<file path="config.mk">
export PLATFORM = sky130hd
export DESIGN_NAME = deflection_reset_protect
export DESIGN_NICKNAME = d
export VERILOG_FILES = /design/src/rtl/deflection_reset_protect_pkg.sv /design/src/rtl/deflection_reset_protect.sv
export SDC_FILE = /design/constraint.sdc
export NUM_CORES = 1
export LEC_CHECK = 0
export BUFFER_PORTS_ARGS = -buffer_cell sky130_fd_sc_hd__buf_2
export CAP_MARGIN = 20
export CORE_MARGIN = 1.5
export CORE_UTILIZATION = 55
export DETAILED_ROUTE_END_ITERATION = 10
export GPL_TIMING_DRIVEN = 0
export PLACE_DENSITY_LB_ADDON = 0.1
export SKIP_CTS_REPAIR_TIMING = 1
export SLEW_MARGIN = 20
export SYNTH_ARGS = -nofsm -noshare
export SYNTH_HDL_FRONTEND = slang
export SYNTH_SLANG_ARGS = --single-unit
</file>
<file path="constraint.sdc">
create_clock -name aclk -period 13.1 [get_ports aclk]
set_input_delay 3.93 -clock aclk [delete_from_list [all_inputs] [get_ports aclk]]
set_output_delay 3.93 -clock aclk [all_outputs]
set_load 0.005 [all_outputs]
</file>
<file path="src/rtl/deflection_reset_protect_pkg.sv">
// Package for the deflection reset and protection block.
// Assumes a 10 MHz system clock and a 32-bit AXI4-Lite register port.
package deflection_reset_protect_pkg;

    // Clock rate
    localparam int unsigned CLK_HZ = 10_000_000;

    // Register byte offsets
    localparam logic [7:0] OFS_CTRL = 8'h00;
    localparam logic [7:0] OFS_STATUS = 8'h04;
    localparam logic [7:0] OFS_PHASE_TARGET = 8'h08;
    localparam logic [7:0] OFS_DELAY_COMP = 8'h0C;
    localparam logic [7:0] OFS_AUX = 8'h10;
    localparam logic [7:0] OFS_RASTER_INDEX = 8'h14;
    localparam logic [7:0] OFS_RASTER_DATA = 8'h18;
    localparam logic [7:0] OFS_PHASE = 8'h1C;

    // Control word fields
    localparam int CTRL_FIELD_120_BIT = 0;
    localparam int CTRL_RASTER_RAM_BIT = 1;
    localparam int CTRL_SOFT_BLANK_BIT = 2;

    // Status word fields
    localparam int STAT_FIELD_120_BIT = 0;
    localparam int STAT_STANDBY_BIT = 1;
    localparam int STAT_RASTER_RAM_BIT = 2;
    localparam int STAT_DRIVE_FORCED_BIT = 6;
    localparam int STAT_RESET_SOURCE_BIT = 7;

    // Values after reset
    localparam logic [11:0] PHASE_TARGET_RESET = 12'h020;
    localparam logic [11:0] PHASE_RESET = 12'h010;
    localparam logic [7:0] DELAY_COMP_RESET = 8'h04;
    localparam logic [7:0] AUX_RESET = 8'h00;

    // Timing figures and derived cycle counts
    localparam int unsigned STARTUP_DELAY_US = 100;
    localparam int unsigned STARTUP_CYCLES = STARTUP_DELAY_US * (CLK_HZ / 1_000_000);
    localparam int unsigned BURST_START_NS = 500;
    localparam int unsigned BURST_START_CYCLES =
        (BURST_START_NS * (CLK_HZ / 1_000_000) + 999) / 1000;
    localparam int unsigned BURST_LEN_NS = 1000;
    localparam int unsigned BURST_LEN_CYCLES = BURST_LEN_NS * (CLK_HZ / 1_000_000) / 1000;
    localparam int unsigned VBLANK_LINES = 20;

    // Key pulse levels
    localparam logic [1:0] KEY_LOW = 2'h0;
    localparam logic [1:0] KEY_BURST = 2'h1;
    localparam logic [1:0] KEY_BLANK = 2'h2;

    // AXI responses
    localparam logic [1:0] RESP_OKAY = 2'h0;
    localparam logic [1:0] RESP_SLVERR = 2'h2;

    // Fixed raster table
    localparam int RASTER_DEPTH = 8;
    localparam logic [15:0] RASTER_ROM [0:RASTER_DEPTH-1] = '{
        16'h0000, 16'h0960, 16'h0A28, 16'h05AA,
        16'h0000, 16'h0190, 16'h0000, 16'h0000
    };

    // Start-up logic states
    typedef enum logic [1:0] {
        ST_STANDBY = 2'b01,
        ST_RUN = 2'b10
    } startup_state_t;

endpackage

</file>
<file path="src/rtl/deflection_reset_protect.sv">
// Reset, protection, horizontal drive and key pulse logic of a deflection controller.
// Assumes pins are asynchronous to aclk and that aresetn is the power-on reset.
//
// Behaviour
// - Upper-threshold sense: key pulse to blanking level and drive forced high.
// - Lower-threshold sense: blanking only, drive keeps running normally.
// - Drive gate input low suppresses drive pulses.
// - Drive rising edge starts retrace; constant duty, transfer delay compensated.
// - Drive stays high while line retrace feedback is active.
// - Drive phase adjusted so retrace lands at a fixed line position.
// - Two-level key pulse built from line flyback, frame flyback and burst.
// - Protection can switch key pulse to continuous blanking.
// - Both resets initialise start-up and phase loop; the line divider is reset by power-on reset only.
// - Reset selects 100 Hz field mode and fixed table raster data.
// - Fixed table data used until software selects writable memory.
// - Key pulse blanks during reset.
// - Start-up logic enters standby on supply rise or external reset.
// - Drive pulses continue during external reset.
// - External reset keeps raster memory and auxiliary port contents.
// - External reset leaves the register port alone.
// - Every reset sets the reset source flag.
// - External reset leaves reference outputs unchanged.
// - Reset source flag reads 1 after power-on or external reset, 0 after a status read.
// - Raster source bit 0 selects fixed table, 1 selects writable memory.
// - Forced drive status bit is 1 while protection holds drive high.
`timescale 1ns/1ps

module deflection_reset_protect #(
    parameter int CNT_W = 12,
    parameter int STARTUP_COUNT = deflection_reset_protect_pkg::STARTUP_CYCLES
) (
    input wire logic aclk,
    input wire logic aresetn,
    // AXI4-Lite slave
    input wire logic [7:0] s_axi_awaddr,
    input wire logic s_axi_awvalid,
    output logic s_axi_awready,
    input wire logic [31:0] s_axi_wdata,
    input wire logic [3:0] s_axi_wstrb,
    input wire logic s_axi_wvalid,
    output logic s_axi_wready,
    output logic [1:0] s_axi_bresp,
    output logic s_axi_bvalid,
    input wire logic s_axi_bready,
    input wire logic [7:0] s_axi_araddr,
    input wire logic s_axi_arvalid,
    output logic s_axi_arready,
    output logic [31:0] s_axi_rdata,
    output logic [1:0] s_axi_rresp,
    output logic s_axi_rvalid,
    input wire logic s_axi_rready,
    // Pins
    input wire logic ext_reset_n_in,
    input wire logic startup_supply_in,
    input wire logic sense_high_in,
    input wire logic sense_low_in,
    input wire logic hdrive_gate_in,
    input wire logic line_retrace_in,
    input wire logic line_sync_in,
    input wire logic frame_sync_in,
    output logic hdrive_out,
    output logic [1:0] key_pulse_out,
    output logic standby_out,
    output logic [7:0] aux_output_port,
    output logic [15:0] raster_word_out
);

    localparam int NPIN = 8;
    localparam int P_EXT = 0;
    localparam int P_SUP = 1;
    localparam int P_SHI = 2;
    localparam int P_SLO = 3;
    localparam int P_GATE = 4;
    localparam int P_RET = 5;
    localparam int P_LS = 6;
    localparam int P_FS = 7;

    logic [NPIN-1:0] pin_meta_q;
    logic [NPIN-1:0] pin_sync_q;
    logic [NPIN-1:0] pin_prev_q;
    logic ext_rst;
    logic dev_rst;
    logic supply_rise;
    logic retrace_rise;
    logic retrace_fall;
    logic line_rise;
    logic frame_rise;

    logic field_120_q;
    logic raster_ram_q;
    logic soft_blank_q;
    logic [11:0] phase_target_q;
    logic [7:0] delay_comp_q;
    logic [2:0] raster_index_q;
    logic [15:0] raster_mem [0:deflection_reset_protect_pkg::RASTER_DEPTH-1];
    logic reset_source_q;
    logic drive_forced_q;

    logic [7:0] aw_addr_q;
    logic aw_have_q;
    logic [31:0] w_data_q;
    logic [3:0] w_strb_q;
    logic w_have_q;
    logic wr_fire;
    logic rd_fire;
    logic stat_read;
    logic [31:0] rd_word;
    logic rd_hit;
    logic [15:0] raster_sel;

    deflection_reset_protect_pkg::startup_state_t state_q;
    logic [15:0] startup_cnt_q;

    logic [CNT_W-1:0] line_cnt_q;
    logic [CNT_W-1:0] period_q;
    logic [11:0] phase_q;
    logic [CNT_W-1:0] drive_start;
    logic [CNT_W-1:0] drive_end;
    logic drive_window;
    logic [7:0] vblank_cnt_q;
    logic [7:0] burst_cnt_q;
    logic burst_win;
    logic cont_blank;

    // Two-flop synchronisers; the second stage and its one-cycle delayed copy for edge detection feed logic
    always_ff @(posedge aclk) begin
        pin_meta_q <= {frame_sync_in, line_sync_in, line_retrace_in, hdrive_gate_in,
                       sense_low_in, sense_high_in, startup_supply_in, ~ext_reset_n_in};
        pin_sync_q <= pin_meta_q;
        pin_prev_q <= pin_sync_q;
    end

    // Edge detection on synchronised pins
    assign ext_rst = pin_sync_q[P_EXT];
    assign dev_rst = ~aresetn | ext_rst;
    assign supply_rise = pin_sync_q[P_SUP] & ~pin_prev_q[P_SUP];
    assign retrace_rise = pin_sync_q[P_RET] & ~pin_prev_q[P_RET];
    assign retrace_fall = ~pin_sync_q[P_RET] & pin_prev_q[P_RET];
    assign line_rise = pin_sync_q[P_LS] & ~pin_prev_q[P_LS];
    assign frame_rise = pin_sync_q[P_FS] & ~pin_prev_q[P_FS];

    // AXI write channels, taken in either order; port ignores external reset
    assign s_axi_awready = ~aw_have_q;
    assign s_axi_wready = ~w_have_q;
    assign wr_fire = aw_have_q & w_have_q & ~s_axi_bvalid;

    always_ff @(posedge aclk) begin
        if (!aresetn) begin
            aw_have_q <= 1'b0;
            aw_addr_q <= 8'h00;
        end else if (s_axi_awvalid && s_axi_awready) begin
            aw_have_q <= 1'b1;
            aw_addr_q <= s_axi_awaddr;
        end else if (wr_fire) begin
            aw_have_q <= 1'b0;
        end
    end

    always_ff @(posedge aclk) begin
        if (!aresetn) begin
            w_have_q <= 1'b0;
            w_data_q <= 32'h0000_0000;
            w_strb_q <= 4'h0;
        end else if (s_axi_wvalid && s_axi_wready) begin
            w_have_q <= 1'b1;
            w_data_q <= s_axi_wdata;
            w_strb_q <= s_axi_wstrb;
        end else if (wr_fire) begin
            w_have_q <= 1'b0;
        end
    end

    // Write response; unmapped or read-only offsets answer SLVERR
    always_ff @(posedge aclk) begin
        if (!aresetn) begin
            s_axi_bvalid <= 1'b0;
            s_axi_bresp <= deflection_reset_protect_pkg::RESP_OKAY;
        end else if (wr_fire) begin
            s_axi_bvalid <= 1'b1;
            case (aw_addr_q)
                deflection_reset_protect_pkg::OFS_CTRL,
                deflection_reset_protect_pkg::OFS_PHASE_TARGET,
                deflection_reset_protect_pkg::OFS_DELAY_COMP,
                deflection_reset_protect_pkg::OFS_AUX,
                deflection_reset_protect_pkg::OFS_RASTER_INDEX,
                deflection_reset_protect_pkg::OFS_RASTER_DATA:
                    s_axi_bresp <= deflection_reset_protect_pkg::RESP_OKAY;
                default: s_axi_bresp <= deflection_reset_protect_pkg::RESP_SLVERR;
            endcase
        end else if (s_axi_bready) begin
            s_axi_bvalid <= 1'b0;
        end
    end

    // Control word; both resets return to 100 Hz and fixed table data
    always_ff @(posedge aclk) begin
        if (dev_rst) begin
            field_120_q <= 1'b0;
            raster_ram_q <= 1'b0;
            soft_blank_q <= 1'b0;
        end else if (wr_fire && aw_addr_q == deflection_reset_protect_pkg::OFS_CTRL
                     && w_strb_q[0]) begin
            field_120_q <= w_data_q[deflection_reset_protect_pkg::CTRL_FIELD_120_BIT];
            raster_ram_q <= w_data_q[deflection_reset_protect_pkg::CTRL_RASTER_RAM_BIT];
            soft_blank_q <= w_data_q[deflection_reset_protect_pkg::CTRL_SOFT_BLANK_BIT];
        end
    end

    // Alignment settings survive external reset, like aux port, raster index and raster memory; the control word does not
    always_ff @(posedge aclk) begin
        if (!aresetn) begin
            phase_target_q <= deflection_reset_protect_pkg::PHASE_TARGET_RESET;
            delay_comp_q <= deflection_reset_protect_pkg::DELAY_COMP_RESET;
            aux_output_port <= deflection_reset_protect_pkg::AUX_RESET;
            raster_index_q <= 3'h0;
        end else if (wr_fire) begin
            if (aw_addr_q == deflection_reset_protect_pkg::OFS_PHASE_TARGET) begin
                if (w_strb_q[0]) phase_target_q[7:0] <= w_data_q[7:0];
                if (w_strb_q[1]) phase_target_q[11:8] <= w_data_q[11:8];
            end
            if (aw_addr_q == deflection_reset_protect_pkg::OFS_DELAY_COMP && w_strb_q[0]) begin
                delay_comp_q <= w_data_q[7:0];
            end
            if (aw_addr_q == deflection_reset_protect_pkg::OFS_AUX && w_strb_q[0]) begin
                aux_output_port <= w_data_q[7:0];
            end
            if (aw_addr_q == deflection_reset_protect_pkg::OFS_RASTER_INDEX && w_strb_q[0]) begin
                raster_index_q <= w_data_q[2:0];
            end
        end
    end

    // Raster memory has no reset at all, so contents survive any reset
    always_ff @(posedge aclk) begin
        if (wr_fire && aw_addr_q == deflection_reset_protect_pkg::OFS_RASTER_DATA) begin
            if (w_strb_q[0]) raster_mem[raster_index_q][7:0] <= w_data_q[7:0];
            if (w_strb_q[1]) raster_mem[raster_index_q][15:8] <= w_data_q[15:8];
        end
    end

    // Raster source selection
    assign raster_sel = raster_ram_q ? raster_mem[raster_index_q]
                                     : deflection_reset_protect_pkg::RASTER_ROM[raster_index_q];

    always_ff @(posedge aclk) begin
        raster_word_out <= raster_sel;
    end

    // Read channel; one-cycle latency after address is taken
    assign s_axi_arready = ~s_axi_rvalid;
    assign rd_fire = s_axi_arvalid & s_axi_arready;
    assign stat_read = rd_fire & (s_axi_araddr == deflection_reset_protect_pkg::OFS_STATUS);

    always_comb begin
        rd_word = 32'h0000_0000;
        rd_hit = 1'b1;
        case (s_axi_araddr)
            deflection_reset_protect_pkg::OFS_CTRL: begin
                rd_word[deflection_reset_protect_pkg::CTRL_FIELD_120_BIT] = field_120_q;
                rd_word[deflection_reset_protect_pkg::CTRL_RASTER_RAM_BIT] = raster_ram_q;
                rd_word[deflection_reset_protect_pkg::CTRL_SOFT_BLANK_BIT] = soft_blank_q;
            end
            deflection_reset_protect_pkg::OFS_STATUS: begin
                rd_word[deflection_reset_protect_pkg::STAT_FIELD_120_BIT] = field_120_q;
                rd_word[deflection_reset_protect_pkg::STAT_STANDBY_BIT] = standby_out;
                rd_word[deflection_reset_protect_pkg::STAT_RASTER_RAM_BIT] = raster_ram_q;
                rd_word[deflection_reset_protect_pkg::STAT_DRIVE_FORCED_BIT] =
                    drive_forced_q;
                rd_word[deflection_reset_protect_pkg::STAT_RESET_SOURCE_BIT] =
                    reset_source_q;
            end
            deflection_reset_protect_pkg::OFS_PHASE_TARGET: rd_word[11:0] = phase_target_q;
            deflection_reset_protect_pkg::OFS_DELAY_COMP: rd_word[7:0] = delay_comp_q;
            deflection_reset_protect_pkg::OFS_AUX: rd_word[7:0] = aux_output_port;
            deflection_reset_protect_pkg::OFS_RASTER_INDEX: rd_word[2:0] = raster_index_q;
            deflection_reset_protect_pkg::OFS_RASTER_DATA: rd_word[15:0] = raster_sel;
            deflection_reset_protect_pkg::OFS_PHASE: rd_word[11:0] = phase_q;
            default: rd_hit = 1'b0;
        endcase
    end

    always_ff @(posedge aclk) begin
        if (!aresetn) begin
            s_axi_rvalid <= 1'b0;
            s_axi_rdata <= 32'h0000_0000;
            s_axi_rresp <= deflection_reset_protect_pkg::RESP_OKAY;
        end else if (rd_fire) begin
            s_axi_rvalid <= 1'b1;
            s_axi_rdata <= rd_word;
            s_axi_rresp <= rd_hit ? deflection_reset_protect_pkg::RESP_OKAY
                                  : deflection_reset_protect_pkg::RESP_SLVERR;
        end else if (s_axi_rready) begin
            s_axi_rvalid <= 1'b0;
        end
    end

    // Reset source flag: set by any device reset, cleared by a status read.
    // Set wins so a reset coinciding with the read is not lost.
    always_ff @(posedge aclk) begin
        if (dev_rst) begin
            reset_source_q <= 1'b1;
        end else if (stat_read) begin
            reset_source_q <= 1'b0;
        end
    end

    // Upper-threshold trip latches until power-on reset; external reset keeps it
    always_ff @(posedge aclk) begin
        if (!aresetn) begin
            drive_forced_q <= 1'b0;
        end else if (pin_sync_q[P_SHI]) begin
            drive_forced_q <= 1'b1;
        end
    end

    // Start-up logic: standby on supply rise or external reset, run after delay
    always_ff @(posedge aclk) begin
        if (dev_rst || supply_rise) begin
            state_q <= deflection_reset_protect_pkg::ST_STANDBY;
            startup_cnt_q <= 16'h0000;
        end else begin
            case (state_q)
                deflection_reset_protect_pkg::ST_STANDBY: begin
                    if (startup_cnt_q == 16'(STARTUP_COUNT - 1)) begin
                        state_q <= deflection_reset_protect_pkg::ST_RUN;
                    end else begin
                        startup_cnt_q <= startup_cnt_q + 16'h0001;
                    end
                end
                deflection_reset_protect_pkg::ST_RUN: state_q <= state_q;
                default: state_q <= deflection_reset_protect_pkg::ST_STANDBY;
            endcase
        end
    end

    assign standby_out = (state_q != deflection_reset_protect_pkg::ST_RUN);

    // Line timing runs on the sync reference; not reset by external reset
    // so drive pulses carry on through it
    always_ff @(posedge aclk) begin
        if (!aresetn) begin
            line_cnt_q <= '0;
            period_q <= '0;
        end else if (line_rise) begin
            line_cnt_q <= '0;
            period_q <= line_cnt_q;
        end else if (line_cnt_q != {CNT_W{1'b1}}) begin
            line_cnt_q <= line_cnt_q + 1'b1;
        end
    end

    // Phase loop: steps the drive phase one count per line toward the target
    always_ff @(posedge aclk) begin
        if (dev_rst) begin
            phase_q <= deflection_reset_protect_pkg::PHASE_RESET;
        end else if (retrace_rise) begin
            if (CNT_W'(phase_target_q) < line_cnt_q && phase_q != 12'h000) begin
                phase_q <= phase_q - 12'h001;
            end else if (CNT_W'(phase_target_q) > line_cnt_q && phase_q != 12'hFFF) begin
                phase_q <= phase_q + 12'h001;
            end
        end
    end

    // Drive window: start advanced by the transfer delay, width half the period
    assign drive_start = (CNT_W'(phase_q) > CNT_W'(delay_comp_q))
                         ? CNT_W'(phase_q) - CNT_W'(delay_comp_q) : '0;
    assign drive_end = drive_start + (period_q >> 1);
    assign drive_window = (line_cnt_q >= drive_start) && (line_cnt_q < drive_end)
                          && (period_q != '0);

    // Drive output: forced high by protection, high during retrace, else gated pulses
    always_ff @(posedge aclk) begin
        if (!aresetn) begin
            hdrive_out <= 1'b0;
        end else if (drive_forced_q || pin_sync_q[P_SHI]) begin
            hdrive_out <= 1'b1;
        end else if (pin_sync_q[P_RET]) begin
            hdrive_out <= 1'b1;
        end else begin
            hdrive_out <= pin_sync_q[P_GATE] & drive_window;
        end
    end

    // Frame flyback: blank a fixed count of lines after frame sync
    always_ff @(posedge aclk) begin
        if (!aresetn) begin
            vblank_cnt_q <= 8'h00;
        end else if (frame_rise) begin
            vblank_cnt_q <= 8'(deflection_reset_protect_pkg::VBLANK_LINES);
        end else if (line_rise && vblank_cnt_q != 8'h00) begin
            vblank_cnt_q <= vblank_cnt_q - 8'h01;
        end
    end

    // Burst gate timed from the end of line retrace
    always_ff @(posedge aclk) begin
        if (!aresetn) begin
            burst_cnt_q <= 8'hFF;
        end else if (retrace_fall) begin
            burst_cnt_q <= 8'h00;
        end else if (burst_cnt_q != 8'hFF) begin
            burst_cnt_q <= burst_cnt_q + 8'h01;
        end
    end

    assign burst_win = (burst_cnt_q >= 8'(deflection_reset_protect_pkg::BURST_START_CYCLES))
        && (burst_cnt_q < 8'(deflection_reset_protect_pkg::BURST_START_CYCLES
                            + deflection_reset_protect_pkg::BURST_LEN_CYCLES))
        && (vblank_cnt_q == 8'h00);

    // Continuous blanking from protection, reset, start-up or software
    assign cont_blank = pin_sync_q[P_SHI] | pin_sync_q[P_SLO] | drive_forced_q
                        | dev_rst | standby_out | soft_blank_q;

    // Two-level key pulse; blanking outranks burst
    always_ff @(posedge aclk) begin
        if (cont_blank) begin
            key_pulse_out <= deflection_reset_protect_pkg::KEY_BLANK;
        end else if (pin_sync_q[P_RET] || vblank_cnt_q != 8'h00) begin
            key_pulse_out <= deflection_reset_protect_pkg::KEY_BLANK;
        end else if (burst_win) begin
            key_pulse_out <= deflection_reset_protect_pkg::KEY_BURST;
        end else begin
            key_pulse_out <= deflection_reset_protect_pkg::KEY_LOW;
        end
    end

    // Reference outputs (aux port) have no external reset path

endmodule // deflection_reset_protect

</file>
# Yosys cells after proc, flatten, opt, wreduce, memory -nomap -nowiden

Memory sizes are Yosys's and may differ from the RTL's. A register that Yosys moved wholly into a read port is not among the register bits.
Index checks and enable logic that the tools add are counted.

$lt $le $gt $ge: 8
Bitwise operators: 30
$add $sub $neg: 8
Reductions and logical operators: 44
Equality and inequality tests: 20
Muxes and demuxes: 38

Operators with widths:

| cell                  | number |
|---|---|
| $eq 8x5->1 const B    | 7 |
| $mux 16               | 3 |
| $mux 12               | 3 |
| $eq 8x4->1 const B    | 4 |
| $add 12x1->12 const B | 2 |
| $logic_not 8->1       | 3 |
| $lt 12x12->1          | 2 |
| $ne 12x12->1 const B  | 2 |
| $pmux 3 s8            | 1 |
| $reduce_bool 12->1    | 2 |
| $mux 1                | 17 |
| $add 16x1->16 const B | 1 |
| $eq 16x10->1 const B  | 1 |
| $mux 8                | 2 |
| $logic_and 1x1->1     | 15 |
| $pmux 3 s5            | 1 |
| $reduce_bool 2->1     | 7 |
| $not 1->1             | 13 |
| $add 12x11->12        | 1 |
| $ge 12x12->1          | 1 |
| $gt 12x12->1          | 1 |
| $gt 12x8->1           | 1 |
| $pmux 2 s6            | 1 |
| $pmux 4 s3            | 1 |
| 27 further kinds      | 56 |

Word-level logic and storage cells: 184
Input bits: 67
Bits in writable memories: 128
Bits in registers: 199
ROM bits: 128
Memories kept: 2

Memory list:

| memory           | depth | bits a word | read ports | clocked after Yosys merged registers in | wr ports | RTL line                        | RTL |
|---|---|---|---|---|---|---|---|
| (name not given) | 8     | 16          | 1          | 0                                       | 0        | deflection_reset_protect.sv:243 | `: deflection_reset_protect_pkg::RASTER_ROM[raster_index_q];` |
| raster_mem       | 8     | 16          | 1          | 1                                       | 1        | deflection_reset_protect.sv:95  | `logic [15:0] raster_mem [0:deflection_reset_protect_pkg::RASTER_DEPTH-1];` |

# Depth between registers and ports, before layout

Depth in word-level cells: 9
Gate-level depth with buffers: 26
Mapped depth without buffers: 25

# Worst setup path before layout

No wires, ideal clock.

Kind: input to register
Start: input port s_axi_araddr[4]
End: register s_axi_rdata[0]
Cell stages on the path: 7
Arrival: 5.248 ns
Setup time: 0.070 ns
Data required time: 13.030 ns
Slack: 7.782 ns
Cells stage by stage: clkbuf_1 > buf_2 > buf_1 > o21ai_0 > nor4_1 > a21oi_1 > a21oi_1

Word-level cells in the longest chain between the ends: 2
Elaborated cells on any way between the ends: 9

RTL lines:

| element                                  | RTL line                        | RTL |
|---|---|---|
| start: declaration                       | deflection_reset_protect.sv:45  | `input wire logic [7:0] s_axi_araddr,` |
| $eq 8x5->1, or another cell as far along | deflection_reset_protect.sv:257 | `case (s_axi_araddr)` |
| $pmux 3 s8 (*)                           | deflection_reset_protect.sv:257 |  |
| end signal: assignment                   | deflection_reset_protect.sv:289 | `s_axi_rdata <= rd_word;` |
| end: declaration                         | deflection_reset_protect.sv:48  | `output logic [31:0] s_axi_rdata,` |

Every way passes the cells marked *; elsewhere a longest branch is shown, timed or not.
A chain may end at the register's enable or synchronous reset.

# Final worst setup path

Start: input port aresetn
End: register startup_cnt_q[2]

Word-level cells in the longest chain between the ends: 3

RTL lines:

| element                    | RTL line                        | RTL |
|---|---|---|
| start: declaration         | deflection_reset_protect.sv:33  | `input wire logic aresetn,` |
| $not 1->1 (no source line) | n/a                             |  |
| $or 1x1->1                 | deflection_reset_protect.sv:135 | `assign dev_rst = ~aresetn \| ext_rst;` |
| $logic_or 1x1->1           | deflection_reset_protect.sv:318 | `if (dev_rst \|\| supply_rise) begin` |
| end signal: assignment     | deflection_reset_protect.sv:327 | `startup_cnt_q <= startup_cnt_q + 16'h0001;` |
| end: declaration           | deflection_reset_protect.sv:112 | `logic [15:0] startup_cnt_q;` |

Every way passes these cells.

==> impl_metrics.py <==
metrics = {
    "outcome": {
        "outcome": "completed",
    },
    "timing": {
        "layout_setup_ws_ns": 7.19,
        "fmax_ghz": 0.169,
        "hold_viol_final": 0,
        "finalCritPeriodShare": 0.451,
        "whs_ns": 0.327,
        "final.setup.tns_ns": 0,
        "tightest_slew_ns": 0.992,
        "skew_ns": 0.0276,
        "finalCriticalPeriod_ns": 5.91,
        "max_slew_margin": 0.339,
        "setup_viol": 0,
        "rsz0062_at_grt": "no",
        "finalMaxSlewViolations": 0,
    },
    "placed_design": {
        "place.gp.congestion": 0.881,
        "port_buffers": 96,
        "place_ws_ns": 6.68,
        "dp_hpwl_um": 26300,
        "place_inst": 1807,
    },
    "run": {
        "maxCapViolations": 0,
    },
    "worst_setup_path": {
        "startpoint_type": "input pin",
        "crit_chain": "clkbuf_1 > inv_2 > nor2_1 > o21ai_1 > clkbuf_1 > nor2_1",
        "cp-end-kind": "flip-flop",
        "crit_family": "buffers and inverters",
        "crit_slowest_cell": "clkbuf_1",
        "required_ns": 13.56,
        "max_stage_delay_ns": 0.72,
        "critical_path_class": "input pin to flip-flop",
        "cp_data_arrival_time_ns": 6.37,
        "crit_fanout": 10,
        "cp.buffers_inverters": 3,
    },
    "final_layout": {
        "nNetsFinal": 1647,
        "final_common_cell": "dfxtp_1",
        "syn_to_final_growth_pct": 14.6,
        "diodes": 0,
        "stdcell_count": 1867,
        "fillers": 2179,
        "drive_gt1_frac": 0.150,
        "final_cell_mix": "196 x dfxtp_1, 133 x nor2_1, 132 x nand2_1",
    },
    "floorplan": {
        "die_y_um": 167,
        "core_sq_um": 26700,
        "placementRows": 60,
        "die_w_um": 167,
        "initial_utilization": 0.557,
        "dieArea_sq_um": 28000,
        "io_pins": 136,
    },
    "detailed_routing": {
        "vias": 10600,
        "wl_per_cell_um": 19.5,
        "drc_errors": 0,
        "first_pass_iters": 5,
        "ant_nets": 0,
        "initialDrtViolationCount": 774,
        "finalWirelength_um": 36300,
        "via_per_inst": 5.68,
    },
    "cts": {
        "numCtsBuffers": 34,
        "clockRootBuffer": "clkbuf_16",
        "cts.htree.levels": 2,
        "clkSinkCount": 324,
        "clk-insertion-delay-late_ns": 0.53,
        "cts_tree": "done",
        "clk_pin_slew_ns": 0.06,
        "cts.path.max_buffers": 3,
    },
    "pwr": {
        "power.total_uw": 2190,
        "ir_drop_mv": 0.125,
        "p_per_area_nw_per_um2": 129,
        "leakagePower_uw": 0.00681,
    },
    "yosys": {
        "synth_top_area_cell": "dfxtp_1",
        "yosysSeqAreaShare": 0.522,
        "synth.top_cells.by_area": "dfxtp_1 26%, edfxtp_1 26%, ha_1 6.3%, mux2i_1 4.6%, mux4_2 4.5%",
        "syn-cell-area_sq_um": 14900,
        "synth_flop_cell": "dfxtp_1",
        "yosysUniqueCellTypes": 68,
        "synth_async_sr_flop_share": 0,
        "yosysTopAreaCellShare": 0.264,
        "syn_inst": 1352,
        "synth-edff-count": 128,
        "yosys_warnings": 0,
        "syn_avg_cell_area_sq_um": 11.0,
        "ys_ff_latch": 324,
    },
    "grt": {
        "grt_pass1_vias": 10300,
        "grt_remaining_overflow": 0,
        "grt_max_degree": 15,
        "grt_pass1_wl_um": 56900,
        "antenna_found_initial": 0,
        "track_usage": 0.264,
    },
    "worst_hold_path": {
        "hold_path.class": "flip-flop to flip-flop",
    },
}
-- cell families (layout without fill, tap and decap cells) --
kind of cell / count (synthesis) / in the layout / share of synthesized area
and+or+nand+nor: 432 / 432 / 0.135
DFF: 324 / 324 / 0.522
AOI/OAI and AO/OA: 225 / 225 / 0.0914
buffers and inverters: 123 / 280 / 0.0377
muxes: 116 / 116 / 0.115
adders and majority gates: 78 / 78 / 0.0671
xor gates and xnor gates: 53 / 53 / 0.0312
other: 1 / 18 / 0.000252
-- routing by layer --
| metal | part of all wire | wire length [um] | track usage | vias up |
|---|---|---|---|---|
| met3 | 0.066 | 2410 | 0.0468 | 64 |
| met1 | 0.46 | 16600 | 0.372 | 5036 |
| met5 | 0 | 0 | 0 | - |
| li1 | - | - | - | 5159 |
| met4 | 0.026 | 948 | 0.0846 | 0 |
| met2 | 0.45 | 16400 | 0.416 | 339 |
-- per-stage QoR --
step / area [sq um] / utilization
global placement: 15900 / 0.593
CTS: 17100 / 0.638
finish: 17100 / 0.638
detailed placement: 15900 / 0.594
global route: 17100 / 0.638
floorplan: 14900 / -
-- sequential cells by signal, summed over array words and instances, names as in the netlist, 16 cells and up, named ones only --
| signal | count |
|---|---|
| raster_mem | 128 |
| raster_word_out | 16 |
| s_axi_rdata | 16 |
| startup_cnt_q | 16 |
| w_data_q | 16 |
-- path summary, 6_finish.rpt --
path	slack [ns]	to	startpoint	depth (start not counted)
hold reg to reg	0.33	pin_sync_q[4]$_DFF_P_	pin_meta_q[4]$_DFF_P_	0
hold / removal	0.33	pin_sync_q[4]$_DFF_P_	pin_meta_q[4]$_DFF_P_	0
setup / recovery	7.19	startup_cnt_q[2]$_SDFFE_PP0P_	aresetn	6
setup reg to reg	7.24	hdrive_out$_SDFF_PN0_	phase_q[0]$_SDFFE_PP0P_	25
-- report_power, final --
group / switching (uW) / internal, uW / total (uW)
registers: 24.2 / 1070 / 1090
logic: 60.3 / 41.6 / 102
clock network: 392 / 611 / 1000
-- synth_stat cells, types with 3 or more instances --
master	instances
or3_1	11
nor2b_1	21
fa_1	3
a211oi_1	10
buf_4	19
mux4_1	10
a31oi_1	6
ha_1	75
or4_1	4
nand4_1	21
a21o_1	15
edfxtp_1	128
nor3_1	19
nor4b_1	3
mux2i_1	69
buf_1	6
nand2b_1	17
o21bai_1	3
nand3_1	30
o211ai_1	6
mux4_2	30
a22oi_1	10
xnor2_1	33
or2_2	4
mux2_2	6
clkbuf_1	34
o21ai_1	3
buf_2	7
nor2_1	133
o21a_1	5
xor2_1	20
o21ai_0	50
a21oi_1	90
dfxtp_1	196
a22o_1	6
inv_1	54
nand2_1	132
nor4_1	16
and3_1	8
-- area by class of cell --
class / count / area, sq um / share of cell area
plain buffers: 68 / 354 / 0.0208
clock buffers: 47 / 950 / 0.0557
clock inverters: 13 / 223 / 0.0131
inverters: 55 / 206 / 0.0121
multi-input cells: 922 / 6640 / 0.389
flip-flops and latches: 324 / 7770 / 0.455
well taps: 341 / 427 / 0.0250
repair buffers: 97 / 488 / 0.0286
No activity file was read; power rests on OpenSTA's default activity.
